## config.mk

```make
export PLATFORM = sky130hd
export DESIGN_NAME = i2c_port_status
export DESIGN_NICKNAME = d
export VERILOG_FILES = /design/src/pkg/i2c_status_pkg.sv /design/src/i2c_port_status.sv /design/src/i2c_sync.sv /design/src/i2c_cond_detect.sv
export SDC_FILE = /design/constraint.sdc
export NUM_CORES = 1
export LEC_CHECK = 0
export ABC_AREA = 1
export BUFFER_PORTS_ARGS = -buffer_cell sky130_fd_sc_hd__clkbuf_2
export CELL_PAD_IN_SITES_DETAIL_PLACEMENT = 0
export CELL_PAD_IN_SITES_GLOBAL_PLACEMENT = 2
export CORE_ASPECT_RATIO = 0.75
export CORE_MARGIN = 5
export CORE_UTILIZATION = 33
export CTS_BUF_LIST = sky130_fd_sc_hd__clkbuf_2 sky130_fd_sc_hd__clkbuf_4 sky130_fd_sc_hd__clkbuf_8
export DETAILED_ROUTE_END_ITERATION = 16
export HOLD_SLACK_MARGIN = 0.02
export PLACE_DENSITY_LB_ADDON = 0.1
export SYNTH_ARGS = -nofsm -noshare
export SYNTH_HDL_FRONTEND = slang
export SYNTH_SLANG_ARGS = --single-unit
```

## constraint.sdc

```tcl
create_clock -name clock -period 3 [get_ports clock]
set_input_delay 0.15 -clock clock [delete_from_list [all_inputs] [get_ports clock]]
set_output_delay 0.15 -clock clock [all_outputs]
set_load 0.01 [all_outputs]
```

## src/pkg/i2c_status_pkg.sv

```systemverilog
// constants shared by the two-wire port status logic and its helpers
// assumes a 32-bit avalon-mm slave with byte addresses on a 5-bit bus
package i2c_status_pkg;

  // register byte offsets, one aligned word each
  localparam logic [4:0] OFF_STATUS     = 5'h00;
  localparam logic [4:0] OFF_CONTROL    = 5'h04;
  localparam logic [4:0] OFF_OWN_ADDR   = 5'h08;
  localparam logic [4:0] OFF_DATA       = 5'h0C;
  localparam logic [4:0] OFF_IRQ_STATUS = 5'h10;
  localparam logic [4:0] OFF_IRQ_MASK   = 5'h14;
  localparam logic [4:0] OFF_ACTIVITY   = 5'h18;

  // status field positions
  localparam int ST_SLEW_BIT = 7;
  localparam int ST_CKE_BIT  = 6;
  localparam int ST_DNA_BIT  = 5;
  localparam int ST_STOP_BIT = 4;
  localparam int ST_STRT_BIT = 3;
  localparam int ST_RW_BIT   = 2;
  localparam int ST_UPD_BIT  = 1;
  localparam int ST_FULL_BIT = 0;

  // control field positions
  localparam int CT_ON_BIT     = 0;
  localparam int CT_MASTER_BIT = 1;
  localparam int CT_TEN_BIT    = 2;
  localparam int CT_BEGIN_BIT  = 3;
  localparam int CT_REPEAT_BIT = 4;
  localparam int CT_HALT_BIT   = 5;
  localparam int CT_RECV_BIT   = 6;
  localparam int CT_ACK_BIT    = 7;

  // interrupt event positions
  localparam int IRQ_W         = 4;
  localparam int IRQ_START_BIT = 0;
  localparam int IRQ_STOP_BIT  = 1;
  localparam int IRQ_BYTE_BIT  = 2;
  localparam int IRQ_MATCH_BIT = 3;

  // reset values
  localparam logic [7:0]       STATUS_RST  = 8'h00;
  localparam logic [7:0]       CONTROL_RST = 8'h00;
  localparam logic [9:0]       OWN_RST     = 10'h000;
  localparam logic [IRQ_W-1:0] MASK_RST    = 4'h0;

  // bus framing
  localparam logic [3:0] BYTE_BITS      = 4'h8;
  localparam logic [4:0] TEN_BIT_PREFIX = 5'h1E;

  // byte tracker states
  typedef enum logic [2:0] {
    ST_IDLE     = 3'h0,
    ST_ADDR     = 3'h1,
    ST_ADDR_LOW = 3'h2,
    ST_DATA     = 3'h3,
    ST_IGNORE   = 3'h4
  } link_state_e;

endpackage

```

## src/i2c_port_status.sv

```systemverilog
// status register of a two-wire serial port, avalon-mm register slave
// assumes scl and sda pins are asynchronous and sampled on clock
//
// The Avalon-MM slave port and the register offsets are this design's own decisions.
module i2c_port_status (
  input  wire logic        clock,
  input  wire logic        rst,
  input  wire logic [4:0]  address,
  input  wire logic        read,
  input  wire logic        write,
  input  wire logic [31:0] writedata,
  input  wire logic [3:0]  byteenable,
  output logic             waitrequest,
  output logic [31:0]      readdata,
  input  wire logic        scl_pin,
  input  wire logic        sda_pin,
  output logic             irq,
  output logic             slew_control_off,
  output logic             bus_level_select,
  output logic             master_active
);

  localparam int IRQ_W_L = i2c_status_pkg::IRQ_W;   // event count

  logic        scl_s, sda_s;                 // synchronised pins
  logic        start_p, stop_p;              // bus condition pulses
  logic        scl_rise_p, scl_fall_p;       // scl edge pulses
  logic        slew_q, slew_d;               // slew control off
  logic        cke_q, cke_d;                 // smbus level select
  logic        dna_q, dna_d;                 // last byte was data
  logic        stop_q, stop_d;               // stop seen last
  logic        start_q, start_d;             // start seen last
  logic        dir_q, dir_d;                 // matched direction
  logic        upd_q, upd_d;                 // address update request
  logic        full_q, full_d;               // buffer holds a byte
  logic        busy_q, busy_d;               // master transmit busy
  logic        tenm_q, tenm_d;               // full ten-bit match held
  logic [7:0]  ctrl_q, ctrl_d;               // control register
  logic [9:0]  own_q, own_d;                 // own slave address
  logic [7:0]  rx_q, rx_d;                   // received byte
  logic [7:0]  tx_q, tx_d;                   // byte to transmit
  logic [7:0]  shift_q, shift_d;             // bus shift register
  logic [3:0]  cnt_q, cnt_d;                 // bit count in byte
  logic [IRQ_W_L-1:0] ist_q, ist_d;          // sticky events
  logic [IRQ_W_L-1:0] mask_q, mask_d;        // event mask
  logic        irq_q, irq_d;                 // interrupt line
  logic        act_q, act_d;                 // master active flag
  logic        wait_q, wait_d;               // avalon waitrequest
  logic [31:0] rdata_q, rdata_d;             // avalon read data
  logic        accept;                       // request completes now
  logic        wr, rd;                       // completing write/read
  logic [31:0] wmask;                        // byte lanes as bits
  logic [IRQ_W_L-1:0] ev;                    // events this cycle
  logic [IRQ_W_L-1:0] clr;                   // w1c clear bits
  logic [7:0]  status_v;                     // status low byte
  logic        master;                       // master role selected
  i2c_status_pkg::link_state_e state_q, state_d;

  // pins cross into the clock domain here
  i2c_sync #(
    .WIDTH     (2),
    .RESET_VAL (1'b1)
  ) u_sync (
    .clock (clock),
    .rst   (rst),
    .d     ({scl_pin, sda_pin}),
    .q     ({scl_s, sda_s})
  );

  // start, stop and scl edge detection
  i2c_cond_detect u_cond (
    .clock      (clock),
    .rst        (rst),
    .scl_s      (scl_s),
    .sda_s      (sda_s),
    .start_p    (start_p),
    .stop_p     (stop_p),
    .scl_rise_p (scl_rise_p),
    .scl_fall_p (scl_fall_p)
  );

  assign master = ctrl_q[i2c_status_pkg::CT_MASTER_BIT];
  assign accept = (read || write) && !wait_q;
  assign wr     = write && accept;
  assign rd     = read && accept;
  assign wmask  = {{8{byteenable[3]}}, {8{byteenable[2]}},
                   {8{byteenable[1]}}, {8{byteenable[0]}}};

  // status byte as software sees it
  always_comb begin
    status_v = i2c_status_pkg::STATUS_RST;
    status_v[i2c_status_pkg::ST_SLEW_BIT] = slew_q;
    status_v[i2c_status_pkg::ST_CKE_BIT]  = cke_q;
    status_v[i2c_status_pkg::ST_DNA_BIT]  = master ? 1'b0 : dna_q;
    status_v[i2c_status_pkg::ST_STOP_BIT] = stop_q;
    status_v[i2c_status_pkg::ST_STRT_BIT] = start_q;
    status_v[i2c_status_pkg::ST_RW_BIT]   = master ? busy_q : dir_q;
    status_v[i2c_status_pkg::ST_UPD_BIT]  = upd_q;
    status_v[i2c_status_pkg::ST_FULL_BIT] = full_q;
  end

  // bus slave: one wait cycle, then a one-cycle answer
  always_comb begin
    wait_d  = !((read || write) && wait_q);
    rdata_d = rdata_q;
    if (read && wait_q) begin
      case (address)
        i2c_status_pkg::OFF_STATUS:     rdata_d = {24'h00_0000, status_v};
        i2c_status_pkg::OFF_CONTROL:    rdata_d = {24'h00_0000, ctrl_q};
        i2c_status_pkg::OFF_OWN_ADDR:   rdata_d = {22'h00_0000, own_q};
        i2c_status_pkg::OFF_DATA:       rdata_d = {24'h00_0000, rx_q};
        i2c_status_pkg::OFF_IRQ_STATUS: rdata_d = {28'h000_0000, ist_q};
        i2c_status_pkg::OFF_IRQ_MASK:   rdata_d = {28'h000_0000, mask_q};
        i2c_status_pkg::OFF_ACTIVITY:   rdata_d = {31'h0000_0000, act_q};
        default:                        rdata_d = 32'h0000_0000;
      endcase
    end
  end

  // core: software effects first, bus events after so a bus event wins
  always_comb begin
    slew_d  = slew_q;
    cke_d   = cke_q;
    dna_d   = dna_q;
    stop_d  = stop_q;
    start_d = start_q;
    dir_d   = dir_q;
    upd_d   = upd_q;
    full_d  = full_q;
    busy_d  = busy_q;
    tenm_d  = tenm_q;
    ctrl_d  = ctrl_q;
    own_d   = own_q;
    rx_d    = rx_q;
    tx_d    = tx_q;
    shift_d = shift_q;
    cnt_d   = cnt_q;
    state_d = state_q;
    mask_d  = mask_q;
    ev      = '0;
    clr     = '0;
    // register writes honour byte lanes
    if (wr) begin
      case (address)
        i2c_status_pkg::OFF_STATUS: begin
          // only the two selection bits take a write
          if (wmask[i2c_status_pkg::ST_SLEW_BIT]) begin
            slew_d = writedata[i2c_status_pkg::ST_SLEW_BIT];
          end
          if (wmask[i2c_status_pkg::ST_CKE_BIT]) begin
            cke_d = writedata[i2c_status_pkg::ST_CKE_BIT];
          end
        end
        i2c_status_pkg::OFF_CONTROL: begin
          ctrl_d = (ctrl_q & ~wmask[7:0]) | (writedata[7:0] & wmask[7:0]);
        end
        i2c_status_pkg::OFF_OWN_ADDR: begin
          own_d = (own_q & ~wmask[9:0]) | (writedata[9:0] & wmask[9:0]);
          upd_d = 1'b0;
        end
        i2c_status_pkg::OFF_DATA: begin
          if (byteenable[0]) begin
            tx_d = writedata[7:0];
            full_d = 1'b1;
            if (master) begin
              busy_d = 1'b1;
            end
          end
        end
        i2c_status_pkg::OFF_IRQ_STATUS: begin
          clr = writedata[IRQ_W_L-1:0] & wmask[IRQ_W_L-1:0];
        end
        i2c_status_pkg::OFF_IRQ_MASK: begin
          mask_d = (mask_q & ~wmask[IRQ_W_L-1:0])
                 | (writedata[IRQ_W_L-1:0] & wmask[IRQ_W_L-1:0]);
        end
        default: begin
          // unmapped or read-only: write ignored
        end
      endcase
    end
    // reading a received byte empties the buffer
    if (rd && (address == i2c_status_pkg::OFF_DATA)
        && !(master ? busy_q : dir_q)) begin
      full_d = 1'b0;
    end
    if (!ctrl_q[i2c_status_pkg::CT_ON_BIT]) begin
      // module off: conditions forgotten, tracker parked
      start_d = 1'b0;
      stop_d  = 1'b0;
      busy_d  = 1'b0;
      tenm_d  = 1'b0;
      cnt_d   = 4'h0;
      state_d = i2c_status_pkg::ST_IDLE;
    end else if (start_p) begin
      // start or repeated start opens an address byte
      start_d = 1'b1;
      stop_d  = 1'b0;
      cnt_d   = 4'h0;
      state_d = i2c_status_pkg::ST_ADDR;
      ctrl_d[i2c_status_pkg::CT_BEGIN_BIT]  = 1'b0;
      ctrl_d[i2c_status_pkg::CT_REPEAT_BIT] = 1'b0;
      ev[i2c_status_pkg::IRQ_START_BIT] = 1'b1;
    end else if (stop_p) begin
      // stop closes the transfer
      stop_d  = 1'b1;
      start_d = 1'b0;
      busy_d  = 1'b0;
      tenm_d  = 1'b0;
      cnt_d   = 4'h0;
      state_d = i2c_status_pkg::ST_IDLE;
      ctrl_d[i2c_status_pkg::CT_HALT_BIT] = 1'b0;
      ev[i2c_status_pkg::IRQ_STOP_BIT] = 1'b1;
    end else if (scl_rise_p && (state_q != i2c_status_pkg::ST_IDLE)) begin
      if (cnt_q != i2c_status_pkg::BYTE_BITS) begin
        // shift one data bit, msb first
        shift_d = {shift_q[6:0], sda_s};
        cnt_d   = cnt_q + 4'h1;
      end else begin
        // ninth clock: byte complete
        cnt_d = 4'h0;
        ev[i2c_status_pkg::IRQ_BYTE_BIT] = 1'b1;
        if (master) begin
          if (ctrl_q[i2c_status_pkg::CT_RECV_BIT]) begin
            rx_d = shift_q;
            full_d = 1'b1;
            ctrl_d[i2c_status_pkg::CT_RECV_BIT] = 1'b0;
          end else if (busy_q) begin
            busy_d = 1'b0;
            full_d = 1'b0;
          end
        end else begin
          case (state_q)
            i2c_status_pkg::ST_ADDR: begin
              if (ctrl_q[i2c_status_pkg::CT_TEN_BIT]) begin
                // high address byte of a ten-bit address
                if ((shift_q[7:3] == i2c_status_pkg::TEN_BIT_PREFIX)
                    && (shift_q[2:1] == own_q[9:8])) begin
                  dna_d = 1'b0;
                  upd_d = 1'b1;
                  dir_d = shift_q[0];
                  if (shift_q[0] && tenm_q) begin
                    state_d = i2c_status_pkg::ST_DATA;
                    ev[i2c_status_pkg::IRQ_MATCH_BIT] = 1'b1;
                  end else if (!shift_q[0]) begin
                    state_d = i2c_status_pkg::ST_ADDR_LOW;
                  end else begin
                    state_d = i2c_status_pkg::ST_IGNORE;
                  end
                end else begin
                  state_d = i2c_status_pkg::ST_IGNORE;
                end
              end else if (shift_q[7:1] == own_q[6:0]) begin
                dna_d   = 1'b0;
                dir_d   = shift_q[0];
                state_d = i2c_status_pkg::ST_DATA;
                ev[i2c_status_pkg::IRQ_MATCH_BIT] = 1'b1;
              end else begin
                state_d = i2c_status_pkg::ST_IGNORE;
              end
            end
            i2c_status_pkg::ST_ADDR_LOW: begin
              // low address byte completes a ten-bit match
              if (shift_q == own_q[7:0]) begin
                dna_d   = 1'b0;
                upd_d   = 1'b1;
                tenm_d  = 1'b1;
                state_d = i2c_status_pkg::ST_DATA;
                ev[i2c_status_pkg::IRQ_MATCH_BIT] = 1'b1;
              end else begin
                tenm_d  = 1'b0;
                state_d = i2c_status_pkg::ST_IGNORE;
              end
            end
            i2c_status_pkg::ST_DATA: begin
              dna_d = 1'b1;
              if (dir_q) begin
                full_d = 1'b0;
              end else begin
                rx_d = shift_q;
                full_d = 1'b1;
              end
            end
            default: begin
              // not addressed: bytes pass by
            end
          endcase
        end
      end
    end else if (scl_fall_p) begin
      // acknowledge sequence ends on the next falling clock
      ctrl_d[i2c_status_pkg::CT_ACK_BIT] = 1'b0;
    end
    ist_d = (ist_q & ~clr) | ev;
    irq_d = |(ist_q & mask_q);
    act_d = busy_q | ctrl_q[i2c_status_pkg::CT_BEGIN_BIT]
          | ctrl_q[i2c_status_pkg::CT_REPEAT_BIT]
          | ctrl_q[i2c_status_pkg::CT_HALT_BIT]
          | ctrl_q[i2c_status_pkg::CT_RECV_BIT]
          | ctrl_q[i2c_status_pkg::CT_ACK_BIT];
  end

  // registers, all zero after reset except waitrequest
  always_ff @(posedge clock or posedge rst) begin
    if (rst) begin
      slew_q  <= 1'b0;
      cke_q   <= 1'b0;
      dna_q   <= 1'b0;
      stop_q  <= 1'b0;
      start_q <= 1'b0;
      dir_q   <= 1'b0;
      upd_q   <= 1'b0;
      full_q  <= 1'b0;
      busy_q  <= 1'b0;
      tenm_q  <= 1'b0;
      ctrl_q  <= i2c_status_pkg::CONTROL_RST;
      own_q   <= i2c_status_pkg::OWN_RST;
      rx_q    <= 8'h00;
      tx_q    <= 8'h00;
      shift_q <= 8'h00;
      cnt_q   <= 4'h0;
      state_q <= i2c_status_pkg::ST_IDLE;
      ist_q   <= '0;
      mask_q  <= i2c_status_pkg::MASK_RST;
      irq_q   <= 1'b0;
      act_q   <= 1'b0;
      wait_q  <= 1'b1;
      rdata_q <= 32'h0000_0000;
    end else begin
      slew_q  <= slew_d;
      cke_q   <= cke_d;
      dna_q   <= dna_d;
      stop_q  <= stop_d;
      start_q <= start_d;
      dir_q   <= dir_d;
      upd_q   <= upd_d;
      full_q  <= full_d;
      busy_q  <= busy_d;
      tenm_q  <= tenm_d;
      ctrl_q  <= ctrl_d;
      own_q   <= own_d;
      rx_q    <= rx_d;
      tx_q    <= tx_d;
      shift_q <= shift_d;
      cnt_q   <= cnt_d;
      state_q <= state_d;
      ist_q   <= ist_d;
      mask_q  <= mask_d;
      irq_q   <= irq_d;
      act_q   <= act_d;
      wait_q  <= wait_d;
      rdata_q <= rdata_d;
    end
  end

  assign waitrequest      = wait_q;
  assign readdata         = rdata_q;
  assign irq              = irq_q;
  assign slew_control_off = slew_q;  // to pad slew control
  assign bus_level_select = cke_q;   // to pad input thresholds
  assign master_active    = act_q;

endmodule // i2c_port_status

```

## src/i2c_sync.sv

```systemverilog
// two flip-flop synchroniser for asynchronous level inputs
// assumes inputs may change at any time relative to clock
module i2c_sync #(
  parameter int         WIDTH     = 1,
  parameter logic [0:0] RESET_VAL = 1'b1
) (
  input  wire logic             clock,
  input  wire logic             rst,
  input  wire logic [WIDTH-1:0] d,
  output logic      [WIDTH-1:0] q
);

  logic [WIDTH-1:0] meta_q;   // first stage, read by second stage only
  logic [WIDTH-1:0] meta_d;
  logic [WIDTH-1:0] hold_q;   // second stage, safe to use
  logic [WIDTH-1:0] hold_d;

  // next values: plain shift through the two stages
  always_comb begin
    meta_d = d;
    hold_d = meta_q;
  end

  // registers, idle level on reset
  always_ff @(posedge clock or posedge rst) begin
    if (rst) begin
      meta_q <= {WIDTH{RESET_VAL}};
      hold_q <= {WIDTH{RESET_VAL}};
    end else begin
      meta_q <= meta_d;
      hold_q <= hold_d;
    end
  end

  assign q = hold_q;

endmodule // i2c_sync

```

## src/i2c_cond_detect.sv

```systemverilog
// finds start, stop and clock edges on synchronised scl and sda
// assumes both inputs already passed a synchroniser on clock
module i2c_cond_detect (
  input  wire logic clock,
  input  wire logic rst,
  input  wire logic scl_s,
  input  wire logic sda_s,
  output logic      start_p,
  output logic      stop_p,
  output logic      scl_rise_p,
  output logic      scl_fall_p
);

  logic scl_prev_q, scl_prev_d;   // scl one cycle back
  logic sda_prev_q, sda_prev_d;   // sda one cycle back
  logic start_q, start_d;         // sda fell while scl high
  logic stop_q, stop_d;           // sda rose while scl high
  logic rise_q, rise_d;           // scl low to high
  logic fall_q, fall_d;           // scl high to low

  // edge and condition decode, one-cycle pulses
  always_comb begin
    scl_prev_d = scl_s;
    sda_prev_d = sda_s;
    start_d    = scl_s && scl_prev_q && sda_prev_q && !sda_s;
    stop_d     = scl_s && scl_prev_q && !sda_prev_q && sda_s;
    rise_d     = scl_s && !scl_prev_q;
    fall_d     = !scl_s && scl_prev_q;
  end

  // registers, idle bus is high on both wires
  always_ff @(posedge clock or posedge rst) begin
    if (rst) begin
      scl_prev_q <= 1'b1;
      sda_prev_q <= 1'b1;
      start_q    <= 1'b0;
      stop_q     <= 1'b0;
      rise_q     <= 1'b0;
      fall_q     <= 1'b0;
    end else begin
      scl_prev_q <= scl_prev_d;
      sda_prev_q <= sda_prev_d;
      start_q    <= start_d;
      stop_q     <= stop_d;
      rise_q     <= rise_d;
      fall_q     <= fall_d;
    end
  end

  assign start_p    = start_q;
  assign stop_p     = stop_q;
  assign scl_rise_p = rise_q;
  assign scl_fall_p = fall_q;

endmodule // i2c_cond_detect

```

==> reports/metrics.cfg, run 1 <==
[status]
status=finished, final reports clean

[drt]
dr.pass1.iters=4
num_vias=3532
wl_per_cell_um=16.0
wl_um=12300
drtAntennaViolNets=0
via_per_inst=4.59
route.detailed.drc=0
drt_first_iter_violations=216

[placed_design]
dp_hpwl_um=9660
numPortBuffers=37
gp_congestion=0.857
dpl_cell_area_sq_mm=0.00460

[clock_tree]
ctsResizeCount=0
path_clk_slew_ns=0.09
cts-root-buf=clkbuf_8
clock_path_buffers=2
clk_latency_ns=0.36
cts_hold_buffers=6
numCtsBuffers=9
cts_setup_buffers=0
htree_levels=3
cts.sinks=82
cts_tree=built

[die]
ios=84
die_x_um=142
die_h_um=109
die_area_sq_mm=0.0155
core_sq_mm=0.0129
initial_core_util=0.334
fp-row-count=36

[timing]
finClkSkew_ns=0.0122
relSlewSlack=0.477
setup_tns_ns=0
finalHoldViolations=0
finalCritPeriodShare=0.623
fmax_ghz=0.535
rsz0062_at_grt=false
setup_viol=0
min_period_ns=1.87
tightest_slew_ns=0.784
slew_violations=0

[worst_setup_path]
crit_path_max_incr_delay_ns=0.44
cp-start-kind=register
crit_path_top_delay_cell=dfrtp_1
crit_family=simple AND/OR/NAND/NOR gates
critical_path_class=reg2reg
worstPathRequired_ns=3.24
crit_arrival_ns=2.10
endpoint_kind=register
crit_chain=inv_1 > ha_1 > nand3_4 > nor4_4 > nand3_2 > nand2_1 > o21ai_2
path_max_fanout=16
worst-path-buf-inv=1

[final_layout]
syn_to_final_growth_pct=13.0
fin_nets=643
fillCellCount=1389
finalInstanceArea_sq_mm=0.00488
drive_gt1_frac=0.162
n_antenna_cell=0
multi_input_comb_area_sq_mm=0.00181
post-route-util=0.378
ff_latch_area_sq_mm=0.00206

[global_routing]
antenna_found_initial=0
grt_pass1_wl_um=19800
grt_max_degree=44
grt-ovfl-total=0
grt_pass1_vias=3471
track_usage=0.170

[yosys]
async_flop_share=1.00
syn_area_per_cell_sq_um=7.91
ys_types=40
synthTopCellsByArea=dfrtp_1 43%, nand2_1 12%, inv_1 6.9%, o21ai_0 4.6%, dfstp_2 4.3%
synth-edff-count=0
yosys_warnings=0
yosysTopAreaCell=dfrtp_1
synth-main-ff-cell=dfrtp_1
synth.most_common_cell=nand2_1
synth_seq_cells=82
synthTopCellsByCount=140 x nand2_1, 79 x inv_1, 75 x dfrtp_1
ys_seq_area_frac=0.477
yosysTopAreaCellShare=0.434
postSynthCellCount=546
syn_area_sq_mm=0.00432

[hold_path]
holdCritPathClass=in2reg

[power_and_ir_drop]
leakagePower_nw=2.46
total_power_mw=3.07
ir_drop_mv=0.233
cellPowerDensity_mw_per_mm2=629

[job]
max_cap_violations=0

per-layer routing:
metal / track usage / share of wire
met1: 0.269 / 0.54
met2: 0.233 / 0.40
met3: 0.0346 / 0.050
met4: 0.0452 / 0.012
met5: 0 / 0
worst min-delay path, stage by stage:
cell,delay (ns)
clkbuf_2,0.10
nand2_1,0.05
o21ai_0,0.07
power breakdown:
group | total (mW) | internal (mW) | switching (mW) | leakage [nW]
Clock | 0.924 | 0.498 | 0.425 | 0.109
Combinational | 0.721 | 0.250 | 0.471 | 1.30
Sequential | 1.43 | 1.25 | 0.176 | 1.05
Total | 3.07 | 2.00 | 1.07 | 2.46
final cells by class:
class / count / area share
flip-flops and latches: 82 / 0.422
multi-input cells: 373 / 0.372
inverters: 83 / 0.0641
repair buffers: 45 / 0.0533
well taps: 171 / 0.0438
clock buffers: 11 / 0.0297
clock inverters: 4 / 0.0156
path summary, 6_finish.rpt:
check                                 start           to  depth (start not counted)  slack [ns]
max                                cnt_q[0]      rx_q[5]                          7        1.13
min                            writedata[1]     register                          3        0.04
max reg2reg                        cnt_q[0]      rx_q[5]                          7        1.13
min reg2reg                u_sync.hold_d[0]  u_sync.q[0]                          0        0.36
max in group asynchronous               rst  waitrequest                          4        1.74
min in group asynchronous               rst    async pin                          3        0.42
layout by cell type, fill, tap and decap left out, types with 6 or more instances in the layout:
master | synthesis | layout
nand2_1 | 140 | 140
clkbuf_8 | 0 | 10
clkbuf_2 | 1 | 37
dlygate4sd3_1 | 0 | 6
nand3_1 | 24 | 24
o21ai_0 | 40 | 40
nor2_1 | 47 | 47
nand2_2 | 7 | 7
inv_1 | 79 | 78
dfrtp_1 | 75 | 75
a21oi_1 | 28 | 28
o21ai_1 | 6 | 6
conb_1 | 1 | 22
o21ai_2 | 9 | 9
dfstp_2 | 7 | 7
xnor2_1 | 7 | 7
nor2_2 | 6 | 6
through the flow:
stage | instances | setup WS, ns | hold WS, ns
after floorplan | 567 | 0.753 | 0.154
after global placement | 748 | 1.16 | 0.242
after detailed placement | 748 | 1.15 | 0.239
after CTS | 769 | 1.12 | 0.0266
after global routing | 769 | 0.917 | 0.0384
final | 769 | 1.13 | 0.0374
cell families (layout without fill, tap and decap cells):
kind of cell,Yosys count,count (layout),synth area share
XOR/XNOR,8,8,0.0162
buffers and inverters,112,143,0.121
flip-flops,82,82,0.477
AO/OA/AOI/OAI,94,94,0.123
other,1,22,0.000868
adder cells (fa/ha/maj),2,2,0.00579
AND/OR/NAND/NOR,247,247,0.256
Power figures use the tool's default switching activity.
==> inputs of run 2 (changes only) <==
- CORE_UTILIZATION: 33 -> 30
- clock period: 3 -> 1.5 ns (I/O delays scaled with it)
==> reports/metrics.cfg, run 2 (synthesized netlist as in run 1, its figures left out) <==
[status]
status=finished, violations left
violations=negative setup slack

[final_layout]
syn_to_final_growth_pct=31.3
n_antenna_cell=0  ; unchanged
final_common_cell=nand2_1
multi_input_comb_area_sq_mm=0.00200  ; +10%
fillCellCount=1499  ; +7.9%
layout_common_cells=125 x nand2_1, 72 x dfrtp_1, 69 x inv_1
finalInstanceArea_sq_mm=0.00567  ; +16%
ff_latch_area_sq_mm=0.00206  ; +0.18%
drive_gt1_frac=0.316  ; +0.154
fin_nets=714  ; +11%
fin_cells=870  ; +13%

[worst_setup_path]
crit_arrival_ns=1.79  ; -0.31 ns
worstPathRequired_ns=1.77  ; -1.47 ns
critical_path_class=reg2reg
path_max_fanout=4  ; -12
endpoint_kind=register
crit_chain=inv_2 > ha_4 > nand3_4 > inv_2 > nand2_4 > nor2_4 > nand2_2 > nor2_4 > nand3_2 > nand2_1 > inv_1
crit_path_top_delay_cell=dfrtp_1
crit_family=simple AND/OR/NAND/NOR gates
crit_path_max_incr_delay_ns=0.40  ; -0.04 ns
worst-path-buf-inv=3  ; +2
cp-start-kind=register

[drt]
via_per_inst=4.33  ; -5.8%
wl_per_cell_um=15.5  ; -3.1%
drtAntennaViolNets=0  ; unchanged
route.detailed.drc=0  ; unchanged
dr.pass1.iters=4  ; unchanged
wl_um=13500  ; +9.7%
drt_first_iter_violations=256  ; +19%
num_vias=3765  ; +6.6%

[die]
die_area_sq_mm=0.0169  ; +9.2%
die_x_um=149  ; +4.5%
fp-row-count=38  ; +5.6%
ios=84  ; unchanged
initial_core_util=0.302  ; -0.0323
die_h_um=114  ; +4.4%
core_sq_mm=0.0143  ; +11%

[timing]
finalCritPeriodShare=1.01  ; +0.391
finClkSkew_ns=0.0120  ; -0.000188 ns
setup_viol=2  ; +2
finalHoldViolations=0  ; unchanged
fmax_ghz=0.658  ; +23%
hold_ws_ns=0.0435  ; +0.00607 ns
min_period_ns=1.52  ; -0.348 ns
rsz0062_at_grt=true
slew_violations=0  ; unchanged
layout_setup_ws_ns=-0.0209  ; -1.15 ns

[job]
max_cap_violations=0  ; unchanged

[global_routing]
grt_pass1_wl_um=21200  ; +7.1%
grt_pass1_vias=3761  ; +8.4%
antenna_found_initial=0  ; unchanged
grt-ovfl-total=0  ; unchanged
grt_max_degree=63  ; +43%
track_usage=0.164  ; -0.00601

[placed_design]
dpl_cell_area_sq_mm=0.00511  ; +11%
dp_hpwl_um=10400  ; +8.0%
gp_congestion=0.814  ; -5.1%
numPortBuffers=37  ; unchanged
dpl.cell_count=834  ; +11%

[power_and_ir_drop]
leakagePower_nw=2.85  ; +16%
p_int_mw=4.42  ; +120%
sw_frac_of_total=0.360  ; +0.0111
p_sw_mw=2.49  ; +130%
cellPowerDensity_mw_per_mm2=1220  ; +93%
p_clk_frac=0.238  ; -0.063
combPwrFrac=0.353  ; +0.118
ir_drop_mv=0.633  ; +170%
pwr-share-seq=0.409  ; -0.056

[clock_tree]
clk_latency_ns=0.36  ; about the same
cts_tree=built
cts-root-buf=clkbuf_8
cts.sinks=82  ; unchanged
htree_levels=3  ; unchanged
path_clk_slew_ns=0.09  ; about the same
clock_path_buffers=2  ; unchanged
numCtsBuffers=9  ; unchanged

[hold_path]
holdCritPathClass=in2reg

-- run 2: path summary, 6_finish.rpt --
path	slack, ns	cells past startpoint	start	end
max reg2reg	-0.02	11	cnt_q[1]	dir_q
min reg2reg	0.36	0	u_sync.hold_d[1]	u_sync.q[1]
max	-0.02	11	cnt_q[1]	dir_q
min in group asynchronous	0.17	3	rst	start_q
max in group asynchronous	0.68	4	rst	u_sync.hold_d[1]
min	0.04	3	byteenable[1]	register
-- run 2: final cells by class --
type,count,area share
well taps,200,0.0441
multi-input cells,374,0.352
clock inverters,5,0.00970
inverters,83,0.0560
clock buffers,11,0.0245
flip-flops and latches,82,0.364
repair buffers,115,0.149
-- run 2: metrics by stage --
step | power [mW] | TNS (ns) | setup slack, ns | util
2_1_floorplan | 3.90 | 0 | 0.0626 | -
3_3_place_gp | 4.84 | -0.106 | -0.0615 | 0.357
3_5_place_dp | 4.84 | -0.297 | -0.0742 | 0.357
4_1_cts | 6.62 | -0.133 | -0.0390 | 0.382
5_1_grt | 7.36 | -1.24 | -0.104 | 0.396
6_report | 6.90 | -0.0308 | -0.0209 | 0.396
-- run 2: what timing repair did --
action                                  CTS  global route
gates cloned                              0             1
hold buffers                             11             0
resized for setup                        17            46
pin swaps                                 3            30
endpoints found under the setup margin   18            32
setup buffers                             1             7
endpoints found under the hold margin    86             0
-- run 2: power groups by stage --
stage	clock (mW)	combinational [mW]	sequential, mW
2_1_floorplan	0	1.11	2.79
3_3_place_gp	0	2.01	2.83
3_5_place_dp	0	2.01	2.83
4_1_cts	1.70	2.13	2.79
5_1_grt	1.79	2.70	2.87
6_report	1.64	2.43	2.83
-- run 2: routing by layer --
layer	part of all wire	vias up	GRT usage
met5	0	-	0
met1	0.53	1748	0.258
met4	0.0080	0	0.0332
met2	0.41	83	0.231
li1	-	1926	-
met3	0.054	8	0.0346
-- run 2: worst reg2reg max path, stage by stage (launching register included) --
cell and delay, ns:
dfrtp_1 0.40, inv_2 0.09, ha_4 0.14, nand3_4 0.10
inv_2 0.09, nand2_4 0.05, nor2_4 0.16, nand2_2 0.08
nor2_4 0.13, nand3_2 0.08, nand2_1 0.07, inv_1 0.03
==> inputs of run 3 (changes only) <==
- ABC_AREA: 1 -> not set
- BUFFER_PORTS_ARGS: -buffer_cell sky130_fd_sc_hd__clkbuf_2 -> -buffer_cell sky130_fd_sc_hd__buf_4
- CORE_UTILIZATION: 30 -> 33
==> reports/metrics.cfg, run 3 <==
[worst_setup_path]
path_max_fanout=2  ; -2
critical_path_class=reg2reg
r2r_cells=5  ; -6
worstPathRequired_ns=1.76  ; about the same
endpoint_kind=register
cp-start-kind=register
crit_arrival_ns=2.32  ; +0.53 ns
r2r_slack_ns=-0.56  ; -0.54 ns

[die]
core_sq_mm=0.0124  ; -13%
ios=84  ; unchanged
initial_core_util=0.340  ; +0.0379
fp-row-count=35  ; -7.9%
die_x_um=140  ; -5.5%
die_h_um=108  ; -5.3%
die_area_sq_mm=0.0151  ; -11%

[drt]
route.detailed.drc=0  ; unchanged
via_per_inst=4.74  ; +9.6%
dr.pass1.iters=4  ; unchanged
drt_first_iter_violations=182  ; -29%
routed-wl-met3_um=595  ; -19%
wl_met1_um=6630  ; -6.8%
wl_um=12600  ; -6.4%
dr.max_layer_used=met4
wl_per_cell_um=17.9  ; +15%
num_vias=3357  ; -11%
wl_met2_um=5300  ; -4.5%
drtAntennaViolNets=0  ; unchanged

[timing]
finClkSkew_ns=0.00827  ; -0.00370 ns
finalHoldViolations=0  ; unchanged
finalCritPeriodShare=1.38  ; +0.362
setup_tns_ns=-8.02  ; -7.99 ns
fmax_ghz=0.485  ; -26%
slew_violations=0  ; unchanged
rsz0062_at_grt=true
layout_setup_ws_ns=-0.564  ; -0.543 ns
setup_viol=38  ; +36
min_period_ns=2.06  ; +0.543 ns

[final_layout]
final_common_cell=buf_4
fin_nets=586  ; -18%
syn_to_final_growth_pct=49.8
n_antenna_cell=0  ; unchanged
fin_cells=708  ; -19%
layout_common_cells=136 x buf_4, 69 x dfrtp_1, 29 x mux2_4
finalInstanceArea_sq_mm=0.00631  ; +11%
drive_gt1_frac=0.539  ; +0.222
post-route-util=0.509  ; +0.113

[global_routing]
grt_pass1_wl_um=19400  ; -8.4%
grt_pass1_vias=3372  ; -10%
grt-ovfl-total=0  ; unchanged
track_usage=0.168  ; +0.00375
grt_max_degree=83  ; +32%
antenna_found_initial=0  ; unchanged

[clock_tree]
cts.sinks=82  ; unchanged
cts_tree=built
cts-root-buf=clkbuf_8
path_clk_slew_ns=0.09  ; about the same
clock_path_buffers=2  ; unchanged
htree_levels=3  ; unchanged
clk_latency_ns=0.36  ; about the same
numCtsBuffers=9  ; unchanged

[yosys]
synth.most_common_cell=dfrtp_1
synth_seq_cells=82  ; unchanged
syn_area_sq_mm=0.00421  ; -2.5%
synth-edff-count=0  ; unchanged
syn_area_per_cell_sq_um=11.3  ; +43%
synthTopCellsByCount=75 x dfrtp_1, 39 x nand2_1, 37 x mux2_2
synthTopCellsByArea=dfrtp_1 45%, mux2_2 9.9%, dfstp_2 4.4%, buf_4 4.1%, xor2_1 4.0%
postSynthCellCount=372  ; -32%
async_flop_share=1.00  ; unchanged
yosys_warnings=0  ; unchanged
synth-main-ff-cell=dfrtp_1
ys_types=64  ; +60%
yosysTopAreaCell=dfrtp_1
ys_seq_area_frac=0.489  ; +0.0123
yosysTopAreaCellShare=0.446  ; +0.0112

[hold_path]
holdCritPathClass=in2reg
whs_path_depth=3  ; unchanged

[status]
status=finished, violations left
violations=negative setup slack

[placed_design]
dpl_cell_area_sq_mm=0.00531  ; +3.8%
dp_hpwl_um=9330  ; -11%
pre_cts_slack_ns=-0.642  ; -0.567 ns
dpl.cell_count=655  ; -21%
numPortBuffers=37  ; unchanged
gp_congestion=0.856  ; +5.2%

[job]
max_cap_violations=0  ; unchanged

[power_and_ir_drop]
cellPowerDensity_mw_per_mm2=833  ; -32%
leakagePower_nw=3.08  ; +8.1%
ir_drop_mv=0.421  ; -33%

run 3: cell types whose count changed after synthesis, sizes merged, moves of 10 or more:
| cell | delta |
|---|---|
| nand2 | -108 |
| mux2 | +38 |
| nand3 | -21 |
| o21ai | -47 |
| nor2 | -37 |
| inv | -76 |
| xor2 | +18 |
| mux2i | +10 |
| a21oi | -16 |
run 3: logic make-up after synthesis:
group | Yosys count | share of synthesized area
AOI/OAI and AO/OA | 62 | 0.109
adders and majority gates | 2 | 0.00594
DFF | 82 | 0.489
buffers and inverters | 44 | 0.0719
xor gates and xnor gates | 19 | 0.0395
and+or+nand+nor | 111 | 0.141
muxes | 51 | 0.142
other | 1 | 0.000890
run 3: timing repair:
| action | in CTS | in global routing |
|---|---|---|
| hold endpoints to repair | 102 | 0 |
| resized for setup | 36 | 77 |
| hold buffers | 15 | 0 |
| setup buffers | 10 | 14 |
| endpoints found under the setup margin | 57 | 55 |
| pin swaps | 27 | 30 |
run 3: worst paths after layout:
check | startpoint | endpoint
max in group asynchronous | rst | u_cond.scl_prev_q
min in group asynchronous | rst | shift_q[6]
hold reg to reg | u_sync.hold_d[1] | u_sync.q[1]
hold / removal | byteenable[1] | register
setup reg to reg | u_cond.start_p | dir_q
setup / recovery | u_cond.start_p | dir_q
run 3: critical path, stage by stage, from the launching register on:
cell and delay (ns):
dfrtp_1 0.38, or3b_4 0.40, or4_4 0.54, nor4b_4 0.26, nand2_2 0.08, mux2_4 0.30
run 3: layer usage:
metal / global-route usage / vias to the layer above
met5: 0 / -
met2: 0.236 / 60
met4: 0.0387 / 0
met1: 0.257 / 1666
li1: - / 1621
met3: 0.0435 / 10
run 3: report_power, final:
part	internal (mW)	switching [mW]	leakage, nW
combinational	0.487	0.441	1.87
sequential	2.32	0.0953	1.09
clock	1.01	0.906	0.119
total	3.81	1.44	3.08
run 3: cell type report:
cell class / instances / area (sq um)
Sequential cell: 82 / 2070
Clock inverter: 6 / 97.6
Timing Repair Buffer: 170 / 1390
Multi-Input combinational cell: 267 / 2370
Inverter: 7 / 32.5
Fill cell: 1144 / 6080
Clock buffer: 10 / 138
Tap cell: 166 / 208
run 3: stage by stage:
stage,total power [mW],hold WS [ns]
after floorplan,2.82,0.0795
after global placement,3.18,0.184
after detailed placement,3.18,0.184
after CTS,5.22,0.117
after global routing,5.51,0.132
final,5.26,0.132
